===== config.mk =====
export PLATFORM = sky130hd
export DESIGN_NAME = mcs_sequencer
export DESIGN_NICKNAME = d
export VERILOG_FILES = /design/src/mcs_pkg.sv /design/src/mcs_scratchpad.sv /design/src/mcs_sequencer.sv
export VERILOG_INCLUDE_DIRS = /design/src
export SDC_FILE = /design/constraint.sdc
export NUM_CORES = 1
export LEC_CHECK = 0
export BUFFER_PORTS_ARGS = -buffer_cell sky130_fd_sc_hd__buf_2
export CORE_ASPECT_RATIO = 1.4
export CORE_MARGIN = 2
export CORE_UTILIZATION = 45
export CTS_CLUSTER_DIAMETER = 60
export DETAILED_ROUTE_END_ITERATION = 16
export PLACE_DENSITY = 0.67
export SYNTH_ARGS = -nofsm -noshare
export SYNTH_HDL_FRONTEND = slang
export SYNTH_HIERARCHICAL = 1
export SYNTH_SLANG_ARGS = --single-unit

===== constraint.sdc =====
create_clock -name aclk -period 7.7 [get_ports aclk]
set_input_delay 0.77 -clock aclk [delete_from_list [all_inputs] [get_ports aclk]]
set_output_delay 0.77 -clock aclk [all_outputs]
set_load 0.005 [all_outputs]

===== src/mcs_defs.svh =====
// Summary of operation
// - reset holds execute, clears opcode, flags, selectors
// - reset sets interrupt accept, suppresses both pulses
// - init cycle drives zero, register zero addressed
// - idle repeats execute reading register zero
// - load mode suppresses early pulse in execute cycles only, awaits DMA
// - DMA-in wins over simultaneous DMA-out
// - load advance reads via N, increments it
// - pointer load reads via X, increments it
// - pointer store writes accumulator, decrements X register
// - shift right: lsb to carry, zero in
// - port output reads via X, increments it
// - load immediate reads via program counter, increments
// - DMA-in writes bus byte at register zero
// - DMA-out reads register zero onto bus
// - interrupt saves X,P, sets 2,1, disables
`ifndef MCS_DEFS_SVH
`define MCS_DEFS_SVH

`define MCS_AXI_AW 8
`define MCS_CTRL_OFF 8'h00
`define MCS_STAT_OFF 8'h04
`define MCS_CORE_OFF 8'h08
`define MCS_CTRL_LOAD_BIT 0
`define MCS_RESP_OKAY 2'h0
`define MCS_RESP_SLVERR 2'h2

`define MCS_PH_EARLY 2'h1
`define MCS_PH_MID 2'h2
`define MCS_PH_LATE 2'h3

`define MCS_RST_IRQ_ACCEPT 1'b1
`define MCS_IRQ_X 4'h2
`define MCS_IRQ_P 4'h1

`define MCS_GRP_LOAD_N 4'h0
`define MCS_GRP_INC 4'h1
`define MCS_GRP_DEC 4'h2
`define MCS_LOAD_ADVANCE_OP 4'h4
`define MCS_GRP_STORE_N 4'h5
`define MCS_GRP_IO 4'h6
`define MCS_GRP_SEVEN 4'h7
`define MCS_GRP_SET_P 4'hD
`define MCS_GRP_SET_X 4'hE
`define MCS_GRP_ALU 4'hF

`define MCS_IDLE_OP 4'h0
`define MCS_N_INC_X 4'h0
`define MCS_N_IO_NONE 4'h8
`define MCS_LOAD_BY_POINTER_OP 4'h2
`define MCS_STORE_DEC_BY_POINTER_OP 4'h3
`define MCS_N_RESET_Q 4'hA
`define MCS_N_SET_Q 4'hB
`define MCS_N_LOAD_X 4'h0
`define MCS_SHIFT_RIGHT_OP 4'h6
`define MCS_LOAD_IMMEDIATE_OP 4'h8

`endif


===== src/mcs_pkg.sv =====
`include "mcs_defs.svh"

package mcs_pkg;

    typedef enum logic [3:0] {
        fetch_state = 4'h1,
        execute_state = 4'h2,
        dma_state = 4'h4,
        irq_state = 4'h8
    } mcs_state_t;

    typedef enum logic [1:0] {
        rf_hold = 2'h0,
        rf_inc = 2'h1,
        rf_dec = 2'h2,
        rf_clr = 2'h3
    } mcs_rf_op_t;

    typedef enum logic [1:0] {
        sel_n = 2'h0,
        sel_x = 2'h1,
        sel_p = 2'h2,
        sel_zero = 2'h3
    } mcs_ptr_t;

    typedef struct packed {
        mcs_state_t st;
        logic [1:0] ph;
        logic init;
        logic idle;
        logic dma_in_cyc;
        logic load_mode;
        logic [3:0] upper_opcode_half;
        logic [3:0] low_code_field;
        logic [3:0] operand_pointer_select;
        logic [3:0] counter_choice;
        logic [7:0] pushed_pair_hold;
        logic [7:0] accumulator;
        logic carry_flag;
        logic output_flag;
        logic irq_accept_flag;
        logic [15:0] addr;
        logic [7:0] dout;
        logic doe;
        logic rd;
        logic wr;
        logic early;
        logic late;
        logic [2:0] io_sel;
        logic aw_got;
        logic w_got;
        logic [`MCS_AXI_AW-1:0] aw_addr;
        logic [31:0] w_data;
        logic [3:0] w_strb;
        logic bvalid;
        logic [1:0] bresp;
        logic rvalid;
        logic [31:0] rdata;
        logic [1:0] rresp;
    } mcs_core_t;

    localparam mcs_core_t MCS_CORE_RESET = '{
        st: execute_state,
        init: 1'b1,
        irq_accept_flag: `MCS_RST_IRQ_ACCEPT,
        default: '0
    };

endpackage


===== src/mcs_scratchpad.sv =====
`timescale 1ns/1ps
`default_nettype none

// =====================================================================
// scratchpad pointer registers with in-place increment and decrement
module mcs_scratchpad #(
    parameter int WIDTH = 16,
    parameter int DEPTH = 16,
    parameter int AW = 4
) (
    input wire logic aclk,
    input wire logic [AW-1:0] raddr,
    output logic [WIDTH-1:0] rdata,
    input wire logic we,
    input wire mcs_pkg::mcs_rf_op_t op
);
    // contents are not reset: only register zero is cleared, by the init cycle
    logic [WIDTH-1:0] regs [DEPTH];

    assign rdata = regs[raddr];

    always_ff @(posedge aclk) begin
        if (we) begin
            case (op)
                mcs_pkg::rf_inc: regs[raddr] <= rdata + WIDTH'(1);
                mcs_pkg::rf_dec: regs[raddr] <= rdata - WIDTH'(1);
                mcs_pkg::rf_clr: regs[raddr] <= '0;
                default: regs[raddr] <= rdata;
            endcase
        end
    end
endmodule

`default_nettype wire


===== src/mcs_sequencer.sv =====
// The implementer's own choices: the AXI4-Lite interface to the registers and the placing of the registers.
`timescale 1ns/1ps
`default_nettype none
`include "mcs_defs.svh"

module mcs_sequencer (
    input wire logic aclk,
    input wire logic aresetn,
    input wire logic awvalid,
    output logic awready,
    input wire logic [`MCS_AXI_AW-1:0] awaddr,
    input wire logic wvalid,
    output logic wready,
    input wire logic [31:0] wdata,
    input wire logic [3:0] wstrb,
    output logic bvalid,
    input wire logic bready,
    output logic [1:0] bresp,
    input wire logic arvalid,
    output logic arready,
    input wire logic [`MCS_AXI_AW-1:0] araddr,
    output logic rvalid,
    input wire logic rready,
    output logic [31:0] rdata,
    output logic [1:0] rresp,
    output logic [15:0] mem_addr,
    output logic [7:0] data_bus_out,
    output logic data_bus_oe,
    input wire logic [7:0] data_bus_in,
    output logic memory_read_strobe,
    output logic memory_write_strobe,
    output logic early_pulse,
    output logic late_pulse,
    output logic [3:0] machine_state,
    output logic [2:0] io_select,
    output logic output_flag,
    input wire logic dma_in_req,
    input wire logic dma_out_req,
    input wire logic irq_req
);
    mcs_pkg::mcs_core_t s;
    mcs_pkg::mcs_core_t next_s;
    mcs_pkg::mcs_ptr_t ptr;
    mcs_pkg::mcs_rf_op_t rf_op;
    logic mem_rd;
    logic mem_wr;
    logic drv_acc;
    logic drv_zero;
    logic ld_acc;
    logic end_cycle;
    logic exec_op;
    logic idle_now;
    logic [3:0] rf_addr;
    logic [15:0] rf_data;

    // =================================================================
    // pointer registers
    mcs_scratchpad #(.WIDTH(16), .DEPTH(16), .AW(4)) u_mcs_scratchpad (
        .aclk(aclk),
        .raddr(rf_addr),
        .rdata(rf_data),
        .we(end_cycle && rf_op != mcs_pkg::rf_hold && aresetn),
        .op(rf_op)
    );

    // =================================================================
    // what the current machine cycle does on the buses
    always_comb begin
        ptr = mcs_pkg::sel_n;
        rf_op = mcs_pkg::rf_hold;
        mem_rd = 1'b0;
        mem_wr = 1'b0;
        drv_acc = 1'b0;
        drv_zero = 1'b0;
        ld_acc = 1'b0;
        end_cycle = s.ph == `MCS_PH_LATE;
        exec_op = s.st == mcs_pkg::execute_state && !s.init && !s.idle && !s.load_mode;
        idle_now = s.st == mcs_pkg::execute_state && (s.idle || (exec_op
                   && s.upper_opcode_half == `MCS_GRP_LOAD_N
                   && s.low_code_field == `MCS_IDLE_OP));
        case (s.st)
            mcs_pkg::fetch_state: begin
                ptr = mcs_pkg::sel_p;
                mem_rd = 1'b1;
                rf_op = mcs_pkg::rf_inc;
            end
            mcs_pkg::dma_state: begin
                ptr = mcs_pkg::sel_zero;
                rf_op = mcs_pkg::rf_inc;
                mem_wr = s.dma_in_cyc;
                mem_rd = !s.dma_in_cyc;
            end
            mcs_pkg::execute_state: begin
                if (s.init) begin
                    ptr = mcs_pkg::sel_zero;
                    drv_zero = 1'b1;
                    rf_op = mcs_pkg::rf_clr;
                end else if (s.idle || s.load_mode) begin
                    // load mode reads at register zero, the location after the last loaded byte
                    ptr = mcs_pkg::sel_zero;
                    mem_rd = 1'b1;
                end else begin
                    case (s.upper_opcode_half)
                        `MCS_GRP_LOAD_N: begin
                            mem_rd = 1'b1;
                            ld_acc = s.low_code_field != `MCS_IDLE_OP;
                        end
                        `MCS_GRP_INC: rf_op = mcs_pkg::rf_inc;
                        `MCS_GRP_DEC: rf_op = mcs_pkg::rf_dec;
                        `MCS_LOAD_ADVANCE_OP: begin
                            mem_rd = 1'b1;
                            ld_acc = 1'b1;
                            rf_op = mcs_pkg::rf_inc;
                        end
                        `MCS_GRP_STORE_N: begin
                            mem_wr = 1'b1;
                            drv_acc = 1'b1;
                        end
                        `MCS_GRP_IO: begin
                            ptr = mcs_pkg::sel_x;
                            if (s.low_code_field == `MCS_N_INC_X) begin
                                rf_op = mcs_pkg::rf_inc;
                            end else if (!s.low_code_field[3]) begin
                                mem_rd = 1'b1;
                                rf_op = mcs_pkg::rf_inc;
                            end else if (s.low_code_field != `MCS_N_IO_NONE) begin
                                // input: the port drives the bus into memory and accumulator
                                mem_wr = 1'b1;
                                ld_acc = 1'b1;
                            end
                        end
                        `MCS_GRP_SEVEN: begin
                            ptr = mcs_pkg::sel_x;
                            if (s.low_code_field == `MCS_LOAD_BY_POINTER_OP) begin
                                mem_rd = 1'b1;
                                ld_acc = 1'b1;
                                rf_op = mcs_pkg::rf_inc;
                            end else if (s.low_code_field == `MCS_STORE_DEC_BY_POINTER_OP) begin
                                mem_wr = 1'b1;
                                drv_acc = 1'b1;
                                rf_op = mcs_pkg::rf_dec;
                            end
                        end
                        `MCS_GRP_ALU: begin
                            if (s.low_code_field == `MCS_N_LOAD_X) begin
                                ptr = mcs_pkg::sel_x;
                                mem_rd = 1'b1;
                                ld_acc = 1'b1;
                            end else if (s.low_code_field == `MCS_LOAD_IMMEDIATE_OP) begin
                                ptr = mcs_pkg::sel_p;
                                mem_rd = 1'b1;
                                ld_acc = 1'b1;
                                rf_op = mcs_pkg::rf_inc;
                            end else begin
                                ptr = mcs_pkg::sel_x;
                            end
                        end
                        default: ptr = mcs_pkg::sel_n;
                    endcase
                end
            end
            default: ptr = mcs_pkg::sel_n;
        endcase
        case (ptr)
            mcs_pkg::sel_x: rf_addr = s.operand_pointer_select;
            mcs_pkg::sel_p: rf_addr = s.counter_choice;
            mcs_pkg::sel_zero: rf_addr = 4'h0;
            default: rf_addr = s.low_code_field;
        endcase
    end

    // =================================================================
    // next state: bus outputs, machine cycle sequencing, register slave
    assign awready = !s.aw_got && !s.bvalid;
    assign wready = !s.w_got && !s.bvalid;
    assign arready = !s.rvalid;

    always_comb begin
        next_s = s;
        next_s.ph = s.ph + 2'h1;
        // outputs are registered, so they follow the state one clock late
        next_s.addr = rf_data;
        next_s.rd = mem_rd;
        next_s.wr = mem_wr && (s.ph == `MCS_PH_EARLY || s.ph == `MCS_PH_MID);
        next_s.doe = drv_acc || drv_zero;
        next_s.dout = drv_zero ? 8'h00 : s.accumulator;
        next_s.early = next_s.ph == `MCS_PH_EARLY
                       && !(s.load_mode && s.st == mcs_pkg::execute_state);
        next_s.late = next_s.ph == `MCS_PH_LATE;
        next_s.io_sel = (exec_op && s.upper_opcode_half == `MCS_GRP_IO)
                        ? s.low_code_field[2:0] : 3'h0;
        if (end_cycle) begin
            if (ld_acc) begin
                next_s.accumulator = data_bus_in;
            end
            case (s.st)
                mcs_pkg::fetch_state: begin
                    next_s.upper_opcode_half = data_bus_in[7:4];
                    next_s.low_code_field = data_bus_in[3:0];
                    next_s.st = mcs_pkg::execute_state;
                end
                mcs_pkg::irq_state: begin
                    next_s.pushed_pair_hold = {s.operand_pointer_select, s.counter_choice};
                    next_s.operand_pointer_select = `MCS_IRQ_X;
                    next_s.counter_choice = `MCS_IRQ_P;
                    next_s.irq_accept_flag = 1'b0;
                    next_s.st = mcs_pkg::fetch_state;
                end
                default: begin
                    next_s.init = 1'b0;
                    if (exec_op) begin
                        case (s.upper_opcode_half)
                            `MCS_GRP_SET_P: next_s.counter_choice = s.low_code_field;
                            `MCS_GRP_SET_X: next_s.operand_pointer_select = s.low_code_field;
                            `MCS_GRP_SEVEN: begin
                                if (s.low_code_field == `MCS_N_SET_Q) begin
                                    next_s.output_flag = 1'b1;
                                end else if (s.low_code_field == `MCS_N_RESET_Q) begin
                                    next_s.output_flag = 1'b0;
                                end
                            end
                            `MCS_GRP_ALU: begin
                                if (s.low_code_field == `MCS_SHIFT_RIGHT_OP) begin
                                    next_s.carry_flag = s.accumulator[0];
                                    next_s.accumulator = {1'b0, s.accumulator[7:1]};
                                end
                            end
                            default: next_s.output_flag = s.output_flag;
                        endcase
                    end
                    // requests are sampled only here, at the end of execute or DMA
                    if (dma_in_req) begin
                        next_s.st = mcs_pkg::dma_state;
                        next_s.dma_in_cyc = 1'b1;
                        next_s.idle = 1'b0;
                    end else if (dma_out_req) begin
                        next_s.st = mcs_pkg::dma_state;
                        next_s.dma_in_cyc = 1'b0;
                        next_s.idle = 1'b0;
                    end else if (s.load_mode) begin
                        next_s.st = mcs_pkg::execute_state;
                    end else if (irq_req && s.irq_accept_flag) begin
                        next_s.st = mcs_pkg::irq_state;
                        next_s.idle = 1'b0;
                    end else if (idle_now) begin
                        next_s.st = mcs_pkg::execute_state;
                        next_s.idle = 1'b1;
                    end else begin
                        next_s.st = mcs_pkg::fetch_state;
                        next_s.idle = 1'b0;
                    end
                end
            endcase
        end
        if (awvalid && awready) begin
            next_s.aw_got = 1'b1;
            next_s.aw_addr = awaddr;
        end
        if (wvalid && wready) begin
            next_s.w_got = 1'b1;
            next_s.w_data = wdata;
            next_s.w_strb = wstrb;
        end
        if (s.aw_got && s.w_got) begin
            next_s.aw_got = 1'b0;
            next_s.w_got = 1'b0;
            next_s.bvalid = 1'b1;
            if (s.aw_addr == `MCS_CTRL_OFF) begin
                next_s.bresp = `MCS_RESP_OKAY;
                if (s.w_strb[0]) begin
                    next_s.load_mode = s.w_data[`MCS_CTRL_LOAD_BIT];
                end
            end else begin
                next_s.bresp = `MCS_RESP_SLVERR;
            end
        end
        if (s.bvalid && bready) begin
            next_s.bvalid = 1'b0;
        end
        if (s.rvalid && rready) begin
            next_s.rvalid = 1'b0;
        end
        if (arvalid && arready) begin
            next_s.rvalid = 1'b1;
            next_s.rresp = `MCS_RESP_OKAY;
            case (araddr)
                `MCS_CTRL_OFF: next_s.rdata = 32'(s.load_mode);
                `MCS_STAT_OFF: next_s.rdata = 32'({s.idle, s.dma_in_cyc, s.irq_accept_flag,
                    s.carry_flag, s.output_flag, s.load_mode, s.ph, s.st});
                `MCS_CORE_OFF: next_s.rdata = {s.pushed_pair_hold, s.accumulator,
                    s.upper_opcode_half, s.low_code_field,
                    s.operand_pointer_select, s.counter_choice};
                default: begin
                    next_s.rdata = 32'h0000_0000;
                    next_s.rresp = `MCS_RESP_SLVERR;
                end
            endcase
        end
    end

    always_ff @(posedge aclk) begin
        if (!aresetn) begin
            s <= mcs_pkg::MCS_CORE_RESET;
        end else begin
            s <= next_s;
        end
    end

    assign mem_addr = s.addr;
    assign data_bus_out = s.dout;
    assign data_bus_oe = s.doe;
    assign memory_read_strobe = s.rd;
    assign memory_write_strobe = s.wr;
    assign early_pulse = s.early;
    assign late_pulse = s.late;
    assign machine_state = s.st;
    assign io_select = s.io_sel;
    assign output_flag = s.output_flag;
    assign bvalid = s.bvalid;
    assign bresp = s.bresp;
    assign rvalid = s.rvalid;
    assign rdata = s.rdata;
    assign rresp = s.rresp;
endmodule

`default_nettype wire


==> results.txt <==
RSZ-0062 raised after global routing = no
Die area = 38500 um2
Iteration-0 DRC Markers = 750
WHS = 444 ps
Final Core Density = 51.3%
Final hold vios = 0
Vias per cell = 5.71
CP Max Fanout = 26
Slew Limit Fails = 0
DRC = 0
Mapped Area = 16600 um2
CTS tree = done
Crit path time final = 6750 ps
N_diodes = 0
Status = finished, final reports clean
Post-route clock period utilization = 87.6%
Worst-margin pin slew = 1140 ps
Area Overhead vs Synth = 12.7%
Clock sinks = 381
DP Worst Slack = 890 ps
Routed Antenna Nets = 0
Post-synth EDFFs = 256
First-pass GRT wire length = 59300 um
Clock buffer count from CTS = 38
Num ports = 148
Row count = 83
Leak Pwr = 0.00660 uW
Synth async-reset ratio = 0%
Yosys Warn Count = 6
Core footprint = 36600 um2
P per Cell Area = 226 nW/um2
Detailed Place HPWL = 26600 um
CTS Root Cell = clkbuf_16
PortBufs = 111
Worst Skew = 14.0 ps
Clk slew on worst S/H paths = 60 ps
Initial Util = 45.5%
Placed Instances = 1691
Gpl congestion = 0.917
Antenna violations before repair = 0
Worst setup EP type = register
Hold_buf cts = 0
Fin nets = 1352
DR pass1 iterations = 5
Worst IR drop on VDD = 0.172 mV
WL per Instance = 22.2 um
Aggregate global routing overflow = 0
Global Route Usage Sum = 20.1%
Post-Synthesis Cells = 1201
Via Count = 10055
Required time of the worst setup path = 7910 ps
Setup TNS Final = 0 ps
Largest net degree at the start of global routing = 71
Highest-delay cell along the critical path = mux2i_4
Die height = 231 um
Non-Filler Instances = 1761
Cell variety after synth = 79
Max cap viols = 0
Mean post-synth cell area = 13.8 um2
Layout cells sized above 1 = 25.7%
Ys flop type = edfxtp_1
Clk Latency, worst-skew pair = 530 ps
WP data arrival = 6950 ps
Headroom to the max-slew limit = 22.3%
Number of global-route vias before repair = 10085
Routed wire length = 39000 um
Final setup fails = 0
Setup bufs post-CTS = 0
Die width = 166 um
Cells along the critical path = or4b_2, a31oi_1, buf_4, mux2i_4, buf_4, mux4_2, mux4_2, ha_1, a21o_1, a21o_1, a21oi_1, o21a_1, o31a_2, o311ai_2, a31oi_4, mux2i_1, o21ai_1
Register area share after synthesis = 61.3%
Fin worst setup slack = 953 ps
Max stage delay on crit path = 940 ps
Cells resized by post-CTS repair = 0
Worst Path Buf+Inv = 2
Fmax achieved = 0.148 GHz
H-tree levels = 2
Largest delay share family, worst path = compound AO/OA/AOI/OAI gates
Hold/Removal Path Class = register to register
Maximum clock insertion buffer count = 3
Synth Register Bits = 381
Startpoint Class = register
Type of the worst setup path = register to register
power breakdown:
part	internal (uW)	switching, uW	leakage (uW)	total, uW
Sequential	2190	8.98	0.00332	2200
Combinational	55.2	96.5	0.00265	152
Clock	1140	752	0.000636	1890
synth_stat cells, types with 3 or more instances:
library cell	n	area share, %
nand3b_1	3	0.14
ha_1	17	1.3
o21bai_1	3	0.14
nor3_1	21	0.63
nand2_1	102	2.3
mux4_2	79	11
nor2_1	42	0.95
or4_1	3	0.14
dfxtp_1	125	15
buf_1	3	0.068
a21boi_0	41	1.9
xor2_1	4	0.21
o211ai_1	4	0.18
buf_2	10	0.30
o21a_1	4	0.18
clkbuf_1	53	1.2
nand2b_1	13	0.49
o211a_1	3	0.18
a22o_1	14	0.74
a22oi_1	12	0.54
nand3_1	59	1.8
a221o_1	7	0.42
and2_1	38	1.4
inv_1	17	0.38
o311a_1	3	0.18
o31ai_1	10	0.45
edfxtp_1	256	46
o21ai_1	3	0.090
a21boi_1	7	0.32
nand4_1	5	0.19
nand4b_1	4	0.21
and3_1	14	0.53
mux2i_1	25	1.5
buf_4	70	3.2
a21o_1	5	0.23
a31oi_1	4	0.15
a21oi_1	17	0.51
nor4_1	4	0.15
nor2b_1	17	0.64
o21ai_0	24	0.72
xnor2_1	12	0.63
tightest hold or removal path: stages (launching register included):
cell      delay (ps)
dfxtp_1          300
nand2_1           50
a21boi_1          50
flip-flops by register name, summed over array words and instances (netlist names), 3 cells and up:
signal	flops
data_bus_out	8
io_select	3
machine_state	4
mem_addr	16
rdata	32
s	52
u_mcs_scratchpad/regs	256
through the flow:
| stage | total power, uW | cell area (um2) |
|---|---|---|
| floorplan | 2340 | 16600 |
| finish | 4240 | 18700 |
| global route | 4370 | 18700 |
| CTS | 4290 | 18700 |
| detailed placement | 2400 | 17500 |
| global placement | 2400 | 17500 |
area by class of cell:
cell class,instances,area [um2]
fillers,3051,17800
flip-flops and latches,381,10200
multi-input cells,667,5700
clock buffers,50,1090
repair buffers,159,918
well taps,467,584
clock inverters,20,203
inverters,17,63.8
cell families (layout without fill, tap and decap cells):
kind of cell | after synthesis | count (layout) | synth area share, %
fa+ha+maj | 18 | 18 | 1.40
other cells | 1 | 2 | 0.0225
xor+xnor | 16 | 16 | 0.843
buf+inv | 154 | 246 | 5.18
flops | 381 | 381 | 61.3
compound gates | 180 | 180 | 8.04
simple gates | 346 | 346 | 11.0
mux | 105 | 105 | 12.3
path summary, 6_finish.rpt:
check	slack, ps	cells after the start	to	start
worst max register to register	950	17	u_mcs_scratchpad/regs[15][15]	machine_state[3]
worst min register to register	440	2	rdata[17]	rdata[17]
worst max-delay path	950	17	u_mcs_scratchpad/regs[15][15]	machine_state[3]
worst min-delay path	440	2	rdata[17]	rdata[17]
layout by cell type, fill, tap and decap left out, types with 21 or more instances in the layout:
cell / Yosys / routed
nand3_1: 59 / 59
buf_4: 70 / 49
edfxtp_1: 256 / 256
nand2_1: 102 / 102
mux4_2: 79 / 79
mux2i_1: 25 / 21
nor2_1: 42 / 30
and2_1: 38 / 38
o21ai_0: 24 / 24
dfxtp_1: 125 / 125
a21boi_0: 41 / 41
buf_2: 10 / 110
clkbuf_16: 0 / 42
layer usage:
metal  GRT usage [%]  up-vias  share of wire [%]
li1                -     4603                  -
met1            23.5     5037                 38
met2            36.8      322                 53
met3            2.99       93                4.9
met4            8.65        0                4.0
met5               0        -                  0
Note: power is estimated with default switching activity, not from simulation.
